### src/logic/pwk_cfg.svh
// Offsets, field positions, reset values of the port wake / pull-down bank
`ifndef PWK_CFG_SVH
`define PWK_CFG_SVH

// ----------------------------------------
// Register indices (byte address = 4 * index)
// ----------------------------------------
`define PWK_IDX_WAKE_EN 6'h09
`define PWK_IDX_PCH_BUF 6'h0a
`define PWK_IDX_PULL_DN 6'h0b
`define PWK_IDX_IRQ_STS 6'h10
`define PWK_IDX_IRQ_MSK 6'h11

// ----------------------------------------
// Field positions
// ----------------------------------------
`define PWK_PCH_MSB 1
`define PWK_PDA_MSB 3
`define PWK_PDB_LSB 4
`define PWK_PDB_MSB 7
`define PWK_STS_CHG 0

// ----------------------------------------
// Reset values
// ----------------------------------------
`define PWK_RST_WAKE_EN 8'h00
`define PWK_RST_PCH_BUF 2'h0
`define PWK_RST_PULL_DN 8'hff
`define PWK_RST_BYTE 8'h00
`define PWK_RST_RDATA 32'h0000_0000

`endif

### src/logic/pwk_pkg.sv
// Types shared by the port wake / pull-down register bank
package pwk_pkg;
  typedef logic [7:0] pwk_byte_t;
  typedef logic [5:0] pwk_idx_t;
  typedef logic [1:0] pwk_pch_t;
endpackage

### src/logic/pwk_regs.sv
// Port B wake control, program-counter high buffer and pull-down control
`timescale 1ns/10ps
`default_nettype none
`include "pwk_cfg.svh"

module pwk_regs (
  // Clock and reset
  input wire logic ref_clk,
  input wire logic rst,
  // Avalon-MM slave
  input wire logic [7:0] avs_address,
  input wire logic avs_read,
  input wire logic avs_write,
  input wire logic [31:0] avs_writedata,
  output logic [31:0] avs_readdata,
  output logic avs_waitrequest,
  // Port B pins and core strobe
  input wire logic [7:0] portb_pin,
  input wire logic pcl_write,
  // Core-facing results
  output logic [1:0] program_counter_high_bits,
  output logic wake_req,
  output logic portb_change_flag,
  output logic irq,
  // Pull-down controls, active low
  output logic [3:0] porta_pulldown_off,
  output logic [3:0] portb_pulldown_off
);

  // ----------------------------------------
  // Storage
  // ----------------------------------------
  pwk_pkg::pwk_byte_t wake_en_reg;
  pwk_pkg::pwk_pch_t pch_buf_reg;
  pwk_pkg::pwk_byte_t pull_dn_reg;
  pwk_pkg::pwk_pch_t pch_out_reg;
  logic sts_reg;
  logic sts_next;
  logic msk_reg;
  logic wake_reg;
  logic ack_reg;
  logic [31:0] rdata_reg;
  logic [31:0] rdata_next;
  pwk_pkg::pwk_byte_t sync1_reg;
  pwk_pkg::pwk_byte_t sync2_reg;
  pwk_pkg::pwk_byte_t prev_reg;
  pwk_pkg::pwk_byte_t change_evt;
  pwk_pkg::pwk_idx_t idx;
  logic req;
  logic wr_go;
  logic clr_chg;

  // ----------------------------------------
  // Bus handshake
  // ----------------------------------------
  // One wait cycle per access; read data is latched in it so it stands registered
  assign idx = avs_address[7:2];
  assign req = avs_read | avs_write;
  assign avs_waitrequest = req & ~ack_reg;
  assign wr_go = avs_write & ack_reg;

  // Acknowledge toggles so back-to-back requests each get a wait cycle
  always_ff @(posedge ref_clk or posedge rst) begin
    if (rst) begin
      ack_reg <= 1'b0;
    end else begin
      ack_reg <= req & ~ack_reg;
    end
  end

  // Read mux; unmapped addresses read zero
  always_comb begin
    rdata_next = `PWK_RST_RDATA;
    case (idx)
      `PWK_IDX_WAKE_EN: rdata_next[7:0] = wake_en_reg;
      `PWK_IDX_PCH_BUF: rdata_next[1:0] = pch_buf_reg;
      `PWK_IDX_PULL_DN: rdata_next[7:0] = pull_dn_reg;
      `PWK_IDX_IRQ_STS: rdata_next[`PWK_STS_CHG] = sts_reg;
      `PWK_IDX_IRQ_MSK: rdata_next[`PWK_STS_CHG] = msk_reg;
      default: rdata_next = `PWK_RST_RDATA;
    endcase
  end

  // Read data captured during the wait cycle, held until the next read
  always_ff @(posedge ref_clk or posedge rst) begin
    if (rst) begin
      rdata_reg <= `PWK_RST_RDATA;
    end else if (avs_read && !ack_reg) begin
      rdata_reg <= rdata_next;
    end
  end
  assign avs_readdata = rdata_reg;

  // ----------------------------------------
  // Software registers
  // ----------------------------------------
  // Wake enables
  always_ff @(posedge ref_clk or posedge rst) begin
    if (rst) begin
      wake_en_reg <= `PWK_RST_WAKE_EN;
    end else if (wr_go && idx == `PWK_IDX_WAKE_EN) begin
      wake_en_reg <= avs_writedata[7:0];
    end
  end

  // Program-counter high buffer; upper bits are never stored
  always_ff @(posedge ref_clk or posedge rst) begin
    if (rst) begin
      pch_buf_reg <= `PWK_RST_PCH_BUF;
    end else if (wr_go && idx == `PWK_IDX_PCH_BUF) begin
      pch_buf_reg <= avs_writedata[`PWK_PCH_MSB:0];
    end
  end

  // Pull-down control; resets to all off so no pin is loaded unasked
  always_ff @(posedge ref_clk or posedge rst) begin
    if (rst) begin
      pull_dn_reg <= `PWK_RST_PULL_DN;
    end else if (wr_go && idx == `PWK_IDX_PULL_DN) begin
      pull_dn_reg <= avs_writedata[7:0];
    end
  end
  assign porta_pulldown_off = pull_dn_reg[`PWK_PDA_MSB:0];
  assign portb_pulldown_off = pull_dn_reg[`PWK_PDB_MSB:`PWK_PDB_LSB];

  // Interrupt mask
  always_ff @(posedge ref_clk or posedge rst) begin
    if (rst) begin
      msk_reg <= 1'b0;
    end else if (wr_go && idx == `PWK_IDX_IRQ_MSK) begin
      msk_reg <= avs_writedata[`PWK_STS_CHG];
    end
  end

  // ----------------------------------------
  // Program-counter high load
  // ----------------------------------------
  // Only a low-byte write copies the buffer; jumps never touch it
  always_ff @(posedge ref_clk or posedge rst) begin
    if (rst) begin
      pch_out_reg <= `PWK_RST_PCH_BUF;
    end else if (pcl_write) begin
      pch_out_reg <= pch_buf_reg;
    end
  end
  assign program_counter_high_bits = pch_out_reg;

  // ----------------------------------------
  // Port B change detection
  // ----------------------------------------
  // Two-stage synchroniser; first stage feeds nothing but the second
  always_ff @(posedge ref_clk or posedge rst) begin
    if (rst) begin
      sync1_reg <= `PWK_RST_BYTE;
      sync2_reg <= `PWK_RST_BYTE;
    end else begin
      sync1_reg <= portb_pin;
      sync2_reg <= sync1_reg;
    end
  end

  // Previous level; reset low, so a pin high at reset shows one change
  always_ff @(posedge ref_clk or posedge rst) begin
    if (rst) begin
      prev_reg <= `PWK_RST_BYTE;
    end else begin
      prev_reg <= sync2_reg;
    end
  end

  // Disabled pins are masked before any event forms
  assign change_evt = (sync2_reg ^ prev_reg) & wake_en_reg;

  // Wake request pulse, one cycle per changing cycle
  always_ff @(posedge ref_clk or posedge rst) begin
    if (rst) begin
      wake_reg <= 1'b0;
    end else begin
      wake_reg <= |change_evt;
    end
  end
  assign wake_req = wake_reg;

  // Sticky change flag; a new event beats a clear in the same cycle
  assign clr_chg = wr_go && idx == `PWK_IDX_IRQ_STS && avs_writedata[`PWK_STS_CHG];
  assign sts_next = (sts_reg & ~clr_chg) | (|change_evt);
  always_ff @(posedge ref_clk or posedge rst) begin
    if (rst) begin
      sts_reg <= 1'b0;
    end else begin
      sts_reg <= sts_next;
    end
  end
  assign portb_change_flag = sts_reg;
  assign irq = sts_reg & msk_reg;

  // ----------------------------------------
  // Checks
  // ----------------------------------------
  property p_wake_cause;
    @(posedge ref_clk) disable iff (rst)
    wake_req |-> $past(|((sync2_reg ^ prev_reg) & wake_en_reg));
  endproperty
  a_wake_cause: assert property (p_wake_cause)
    else $error("wake request without an enabled change");

  property p_disabled_quiet;
    @(posedge ref_clk) disable iff (rst)
    (((sync2_reg ^ prev_reg) & wake_en_reg) == 8'h00) |=> !wake_req && ($stable(sts_reg) || !sts_reg);
  endproperty
  a_disabled_quiet: assert property (p_disabled_quiet)
    else $error("disabled pin change had an effect");

  property p_pch_write;
    @(posedge ref_clk) disable iff (rst)
    (wr_go && idx == `PWK_IDX_PCH_BUF) |=> pch_buf_reg == $past(avs_writedata[1:0]);
  endproperty
  a_pch_write: assert property (p_pch_write)
    else $error("buffer did not take written bits");

  property p_pch_upper_zero;
    @(posedge ref_clk) disable iff (rst)
    (avs_read && !ack_reg && idx == `PWK_IDX_PCH_BUF) |=> avs_readdata[31:2] == 30'h0000_0000;
  endproperty
  a_pch_upper_zero: assert property (p_pch_upper_zero)
    else $error("buffer upper bits read nonzero");

  property p_pda_write;
    @(posedge ref_clk) disable iff (rst)
    (wr_go && idx == `PWK_IDX_PULL_DN) |=> porta_pulldown_off == $past(avs_writedata[3:0]);
  endproperty
  a_pda_write: assert property (p_pda_write)
    else $error("port A pull-down not updated");

  property p_pdb_write;
    @(posedge ref_clk) disable iff (rst)
    (wr_go && idx == `PWK_IDX_PULL_DN) |=> portb_pulldown_off == $past(avs_writedata[7:4]);
  endproperty
  a_pdb_write: assert property (p_pdb_write)
    else $error("port B pull-down not updated");

  property p_pull_off;
    @(posedge ref_clk) disable iff (rst)
    (wr_go && idx == `PWK_IDX_PULL_DN && avs_writedata[7:0] == 8'hff) |=>
      {portb_pulldown_off, porta_pulldown_off} == 8'hff [*2];
  endproperty
  a_pull_off: assert property (p_pull_off)
    else $error("pull-downs not all off after writing ones");

  property p_pch_load;
    @(posedge ref_clk) disable iff (rst)
    pcl_write |=> program_counter_high_bits == $past(pch_buf_reg);
  endproperty
  a_pch_load: assert property (p_pch_load)
    else $error("high bits not loaded from buffer");

  property p_pch_hold;
    @(posedge ref_clk) disable iff (rst)
    !pcl_write |=> $stable(program_counter_high_bits);
  endproperty
  a_pch_hold: assert property (p_pch_hold)
    else $error("high bits moved without a low-byte write");

  property p_flag_sticky;
    @(posedge ref_clk) disable iff (rst)
    (portb_change_flag && !clr_chg) |=> portb_change_flag;
  endproperty
  a_flag_sticky: assert property (p_flag_sticky)
    else $error("change flag dropped without a clear");

  property p_change_sets;
    @(posedge ref_clk) disable iff (rst)
    ($changed(sync2_reg) && ((sync2_reg ^ $past(sync2_reg)) & wake_en_reg) != 8'h00)
      |=> portb_change_flag && wake_req;
  endproperty
  a_change_sets: assert property (p_change_sets)
    else $error("enabled change did not set the flag");

  property p_flag_clear;
    @(posedge ref_clk) disable iff (rst)
    (clr_chg && change_evt == 8'h00) |=> !portb_change_flag;
  endproperty
  a_flag_clear: assert property (p_flag_clear)
    else $error("change flag survived a clear with no event");

  property p_flag_no_cause;
    @(posedge ref_clk) disable iff (rst)
    (!portb_change_flag && change_evt == 8'h00) |=> !portb_change_flag;
  endproperty
  a_flag_no_cause: assert property (p_flag_no_cause)
    else $error("change flag rose without an enabled change");

endmodule

`default_nettype wire

### config.mk
export PLATFORM = sky130hd
export DESIGN_NAME = pwk_regs
export DESIGN_NICKNAME = d
export VERILOG_FILES = /design/src/logic/pwk_pkg.sv /design/src/logic/pwk_regs.sv
export VERILOG_INCLUDE_DIRS = /design/src /design/src/logic
export SDC_FILE = /design/constraint.sdc
export NUM_CORES = 1
export LEC_CHECK = 0
export ABC_AREA = 1
export BUFFER_PORTS_ARGS = -buffer_cell sky130_fd_sc_hd__clkbuf_2
export CAP_MARGIN = 25
export CORE_MARGIN = 2
export CORE_UTILIZATION = 30
export CTS_CLUSTER_SIZE = 10
export DETAILED_ROUTE_END_ITERATION = 8
export MAX_ROUTING_LAYER = met4
export PLACE_DENSITY = 0.64
export REMOVE_ABC_BUFFERS = 1
export SLEW_MARGIN = 15
export SYNTH_ARGS = -nofsm -noshare
export SYNTH_HDL_FRONTEND = slang
export SYNTH_SLANG_ARGS = --single-unit
### constraint.sdc
create_clock -name ref_clk -period 1.31 [get_ports ref_clk]
set_input_delay 0.0655 -clock ref_clk [delete_from_list [all_inputs] [get_ports ref_clk]]
set_output_delay 0.0655 -clock ref_clk [all_outputs]
set_load 0.05 [all_outputs]
==> run_results.csv, run 1 <==
group,metric,value,unit
route,drcViolationCount,0,
critical_path,crit_buf_inv,1,
logic_synthesis,postSynthCellCount,239,
place,hpwl,3380,microns
cts,cts_root_buf,"clkbuf_8",
route,drtPass1Iterations,4,
cts,cts_buffers,5,
critical_path,cp_cell_sequence,"clkbuf_2",
critical_path,critPathRequiredTime,1.24,ns
route,via_per_inst,4.24,
cells_and_area,num-nets-final,363,
critical_path,critPathCaptureType,"output port",
global_routing,grt_max_degree,57,
die,die-area,8620,sq um
logic_synthesis,ys_seq_area_share,59.6,%
power,power.density,1320,nW/um^2
cells_and_area,diodes,0,
sta,final.setup_skew,0.00786,ns
logic_synthesis,syn_avg_cell_area,9.90,sq um
sta,max_freq,817,MHz
cells_and_area,nFillCells,788,
cts,htree_levels,2,
place,gp_congestion,0.802,
critical_path,worst_path_max_delay_cell,"dfstp_2",
power,p_leak,0.00144,uW
logic_synthesis,synth_top_area_share,50.7,%
cells_and_area,drive_gt1_share,28.3,%
critical_path,criticalPathCategory,"reg -> out",
logic_synthesis,synth.largest_area_cell,"dfrtp_1",
die,die_x,92.8,microns
die,start_util,30.8,%
logic_synthesis,synth_cell_type_count,23,
critical_path,slowest_delay,0.57,ns
min_path,hold_class,"in -> reg",
cells_and_area,final_cells,413,
die,core,7690,sq um
critical_path,cp-start-kind,"flop",
global_routing,grt_pass1_vias,1578,
place,port_buffers,48,
sta,rsz0062_at_grt,"no",
global_routing,grt_pass1_wl,7670,microns
cts,cts_tree,"built",
route,totalWireLength,4620,microns
cells_and_area,fin_util,37.9,%
route,ant_nets,0,
critical_path,cp_top_family,"flip-flops",
sta,finalCritPeriodShare,93.5,%
logic_synthesis,synth_area_leaders,"dfrtp_1, dfstp_2, buf_4",
run_status,outcome,"completed",
die,io-pin-count,99,
cells_and_area,syn_to_final_growth,23.2,%
cts,cts.clk_slew.worst_paths,0.10,ns
sta,setup_violations,0,
global_routing,grt_use_total,11.9,%
global_routing,antenna_found_initial,0,
critical_path,worstPathMaxFanout,3,
place,place_inst,390,
route,routedWlPerCell,11.2,microns
route,vias,1752,
cts,cts_buffer_depth,2,
cts,cts_num_sinks,56,
critical_path,crit_arrival,1.16,ns
flow_run,maxCapViolCount,0,
cts,clk_latency,0.31,ns
sta,period_minus_slack,1.22,ns
sta,hold_viol,0,
logic_synthesis,synth_area,2370,sq um
global_routing,gr-total-overflow,0,
die,rows,32,
logic_synthesis,ys_ff_latch,56,
sta,drv_slew,0,
power,ir_drop,688,uV
die,die_y,92.8,microns
logic_synthesis,ys.warnings.count,0,
route,drtIter0Drc,90,
metrics by stage:
stage | power (uW) | hold WS (ns) | setup WS [ns] | TNS [ns] | instance area [sq um]
2_1_floorplan | 2680 | 0.0969 | -0.114 | -5.45 | 2240
3_3_place_gp | 2900 | 0.122 | 0.0619 | 0 | 2670
3_5_place_dp | 2920 | 0.123 | -0.000479 | -0.000479 | 2670
4_1_cts | 3900 | 0.0172 | 0.0435 | 0 | 2920
5_1_grt | 4050 | 0.0161 | 0.0112 | 0 | 2920
6_report | 3840 | 0.0155 | 0.0854 | 0 | 2920
final timing paths:
path / startpoint / endpoint / slack [ns] / cells past startpoint
max: pull_dn_reg[0]$_DFFE_PP1P_ / porta_pulldown_off[0] / 0.09 / 1
min: avs_writedata[1] / pull_dn_reg[1]$_DFFE_PP1P_ / 0.02 / 3
max reg2reg: prev_reg[3]$_DFF_PP0_ / portb_change_flag$_DFF_PP0_ / 0.15 / 5
min reg2reg: sync1_reg[4]$_DFF_PP0_ / sync2_reg[4]$_DFF_PP0_ / 0.36 / 0
max in group asynchronous: rst / pull_dn_reg[2]$_DFFE_PP1P_ / 0.67 / 4
min in group asynchronous: rst / sync1_reg[4]$_DFF_PP0_ / 0.31 / 4
placed cells by master, fill, tap and decap left out, drive strengths merged:
master and instances:
o22ai 3, clkinvlp 1, xor2 1, nor2 31, nand2 50, nand4 3
clkbuf 53, buf 7, nand3 8, clkinv 1, a31oi 8, mux2 2
a21oi 8, dlygate4sd3 15, nor3 1, inv 19, dfstp 8, o21ai 20
conb 24, dfrtp 48
power breakdown:
part	total (uW)	switching [uW]	internal, uW
Combinational	923	704	219
Clock	926	545	381
Sequential	1990	94.6	1890
what timing repair did:
| item | in CTS | in global routing |
|---|---|---|
| hold buffers | 15 | 0 |
| gates resized for setup | 1 | 2 |
| pin swaps | 0 | 0 |
| buffers inserted | 0 | 0 |
| setup endpoints to repair | 4 | 9 |
| endpoints found under the hold margin | 62 | 0 |
synthesized netlist by cell type:
| cell | number |
|---|---|
| mux2_2 | 2 |
| nand4_1 | 3 |
| nand3_2 | 1 |
| dfrtp_1 | 48 |
| a31oi_1 | 8 |
| o21ai_2 | 8 |
| nor2_1 | 30 |
| buf_6 | 1 |
| nor3_4 | 1 |
| inv_1 | 19 |
| nor2_2 | 1 |
| a21oi_1 | 8 |
| nand3_1 | 7 |
| dfstp_2 | 8 |
| buf_4 | 25 |
| nand2_2 | 3 |
| nand2_4 | 1 |
| xor2_1 | 1 |
| o21ai_0 | 12 |
| buf_2 | 2 |
| conb_1 | 1 |
| o22ai_1 | 3 |
| nand2_1 | 46 |
cell families after synthesis:
kind of cell | synth area share [%]
AND/OR/NAND/NOR | 17.0
flip-flops | 59.6
buffers and inverters | 11.8
AO/OA/AOI/OAI | 10.1
multiplexers | 0.951
XOR/XNOR | 0.370
other | 0.158
layer usage:
| metal | vias to the layer above | wire length (microns) | global-route usage [%] |
|---|---|---|---|
| li1 | 866 | - | - |
| met1 | 816 | 2080 | 15.1 |
| met2 | 68 | 2160 | 18.2 |
| met3 | 2 | 346 | 3.17 |
| met4 | 0 | 27 | 4.78 |
| met5 | - | 0 | - |
area by class of cell:
class / count / area, sq um / area share (%)
flip-flops and latches: 56 / 1410 / 48.4
multi-input cells: 159 / 769 / 26.4
repair buffers: 69 / 448 / 15.4
well taps: 102 / 128 / 4.38
clock buffers: 6 / 72.6 / 2.49
inverters: 19 / 71.3 / 2.45
clock inverters: 2 / 16.3 / 0.558
No activity file was read; power rests on OpenSTA's default activity.
==> inputs of run 2 (changes only) <==
- SETUP_SLACK_MARGIN: not set -> 0.1
==> run 2 against run 1 <==
  * Hold slack lost 0.0030 ns
  * Critical endpoint unchanged
  * Combinational power grew 2.7%
  * Final cell count grew 0.24%
  * Clock-buffer cell count is the same
  * Sequential share of layout area shrank 0.72 points
  * Power grew 0.61%
  * Setup slack gained 0.046 ns
  * Non-clock buffer count is the same
  * Clock skew shrank 0.0017 ns
  * Wire length grew 2.1%
  * Critical path depth is the same
  * First-iteration DRC count shrank 6.7%
==> run_results.csv, run 2 (synthesized netlist as in run 1, its figures left out) <==
group,metric,value,unit
route,ant_nets,0,
die,core,7690,sq um
sta,timing.hold.ws,0.0125,ns
global_routing,gr-total-overflow,0,
sta,final.setup_skew,0.00618,ns
min_path,hold_class,"in -> reg",
run_status,outcome,"completed",
cells_and_area,fin_area,2960,sq um
sta,max_freq,848,MHz
cells_and_area,fin_util,38.5,%
cts,htree_levels,2,
cts,cts_root_buf,"clkbuf_8",
cells_and_area,nFillCells,783,
sta,worstMarginPinSlew,0.535,ns
cells_and_area,register_area,1410,sq um
critical_path,crit_buf_inv,1,
critical_path,cp_top_family,"flip-flops",
critical_path,crit_arrival,1.11,ns
sta,slew_headroom,64.2,%
cts,cts_buffers,5,
cells_and_area,layout_commonest_cell,"dfrtp_1",
cells_and_area,final_cell_mix,"dfrtp_1, nand2_1, clkbuf_2",
global_routing,grt_max_degree,57,
die,die_y,92.8,microns
die,io-pin-count,99,
critical_path,cp_cell_sequence,"clkbuf_4",
flow_run,maxCapViolCount,0,
cts,cts_num_sinks,56,
cells_and_area,drive_gt1_share,28.8,%
route,routedWlPerCell,11.4,microns
critical_path,worst_path_max_delay_cell,"dfstp_2",
cts,clk_latency,0.31,ns
critical_path,slowest_delay,0.57,ns
critical_path,critPathCaptureType,"output port",
cells_and_area,num-nets-final,364,
die,rows,32,
global_routing,grt_use_total,11.9,%
sta,fin_ws,0.131,ns
critical_path,criticalPathCategory,"reg -> out",
critical_path,worstPathMaxFanout,3,
global_routing,grt_pass1_vias,1562,
sta,drv_slew,0,
cells_and_area,diodes,0,
power,p_leak,0.00145,uW
place,gp_congestion,0.802,
die,die-area,8620,sq um
critical_path,cp-start-kind,"flop",
place,place_worst_setup_slack,-0.000479,ns
cts,cts_tree,"built",
route,vias,1771,
power,ir_drop,692,uV
cells_and_area,syn_to_final_growth,25.1,%
die,start_util,30.8,%
cells_and_area,multi_input_area,782,sq um
global_routing,grt_pass1_wl,7630,microns
cts,cts.clk_slew.worst_paths,0.10,ns
global_routing,antenna_found_initial,0,
cts,cts_buffer_depth,2,
sta,hold_viol,0,
route,drcViolationCount,0,
route,drtPass1Iterations,4,
place,hpwl,3380,microns
route,drtIter0Drc,84,
sta,finalCritPeriodShare,90.0,%
sta,rsz0062_at_grt,"yes",
critical_path,critPathRequiredTime,1.24,ns
sta,period_minus_slack,1.18,ns
route,via_per_inst,4.28,
place,placed_area,2670,sq um
sta,finalSetupTns,0,ns
die,die_x,92.8,microns
route,totalWireLength,4710,microns
cts,cts_setup_buffers,0,
power,power.density,1300,nW/um^2
sta,setup_violations,0,
place,port_buffers,48,
## run 2: cell type report
class	count	share of cell area, %
sequential	56	47.7
multi-input combinational	160	26.4
timing repair buffer	69	16.1
tap	102	4.31
inverter	19	2.49
clock buffer	6	2.45
clock inverter	2	0.549
## run 2: where the power goes
part	internal (uW)	total (uW)	switching, uW
clock network	381	925	543
logic	237	948	711
registers	1890	1990	94.8
total	2510	3860	1350
## run 2: routing by layer
metal,GRT usage [%],wire length (microns),up-vias
met5,-,0,-
met4,4.78,72,0
met3,2.93,314,7
met2,18.0,2140,65
met1,15.3,2180,829
li1,-,-,870
## run 2: final timing paths
path / to / slack [ns] / from / depth (start not counted)
setup reg to reg: portb_change_flag$_DFF_PP0_ / 0.19 / ack_reg$_DFF_PP0_ / 5
max in group asynchronous: pull_dn_reg[6]$_DFFE_PP1P_ / 0.69 / rst / 4
hold reg to reg: sync2_reg[4]$_DFF_PP0_ / 0.36 / sync1_reg[4]$_DFF_PP0_ / 0
hold / removal: pull_dn_reg[1]$_DFFE_PP1P_ / 0.01 / avs_writedata[1] / 3
setup / recovery: porta_pulldown_off[0] / 0.13 / pull_dn_reg[0]$_DFFE_PP1P_ / 1
min in group asynchronous: sync1_reg[4]$_DFF_PP0_ / 0.33 / rst / 4
## run 2: through the flow
step | instances | total power, uW
final | 414 | 3860
after global routing | 414 | 4080
after CTS | 413 | 3920
after detailed placement | 390 | 2920
after global placement | 390 | 2900
after floorplan | 234 | 2680
## run 2: timing repair
action | CTS | global route
setup endpoints to repair | 18 | 11
pin swaps | 0 | 1
hold endpoints to repair | 62 | 0
hold buffers | 15 | 0
gates resized for setup | 12 | 7
cloned | 0 | 1
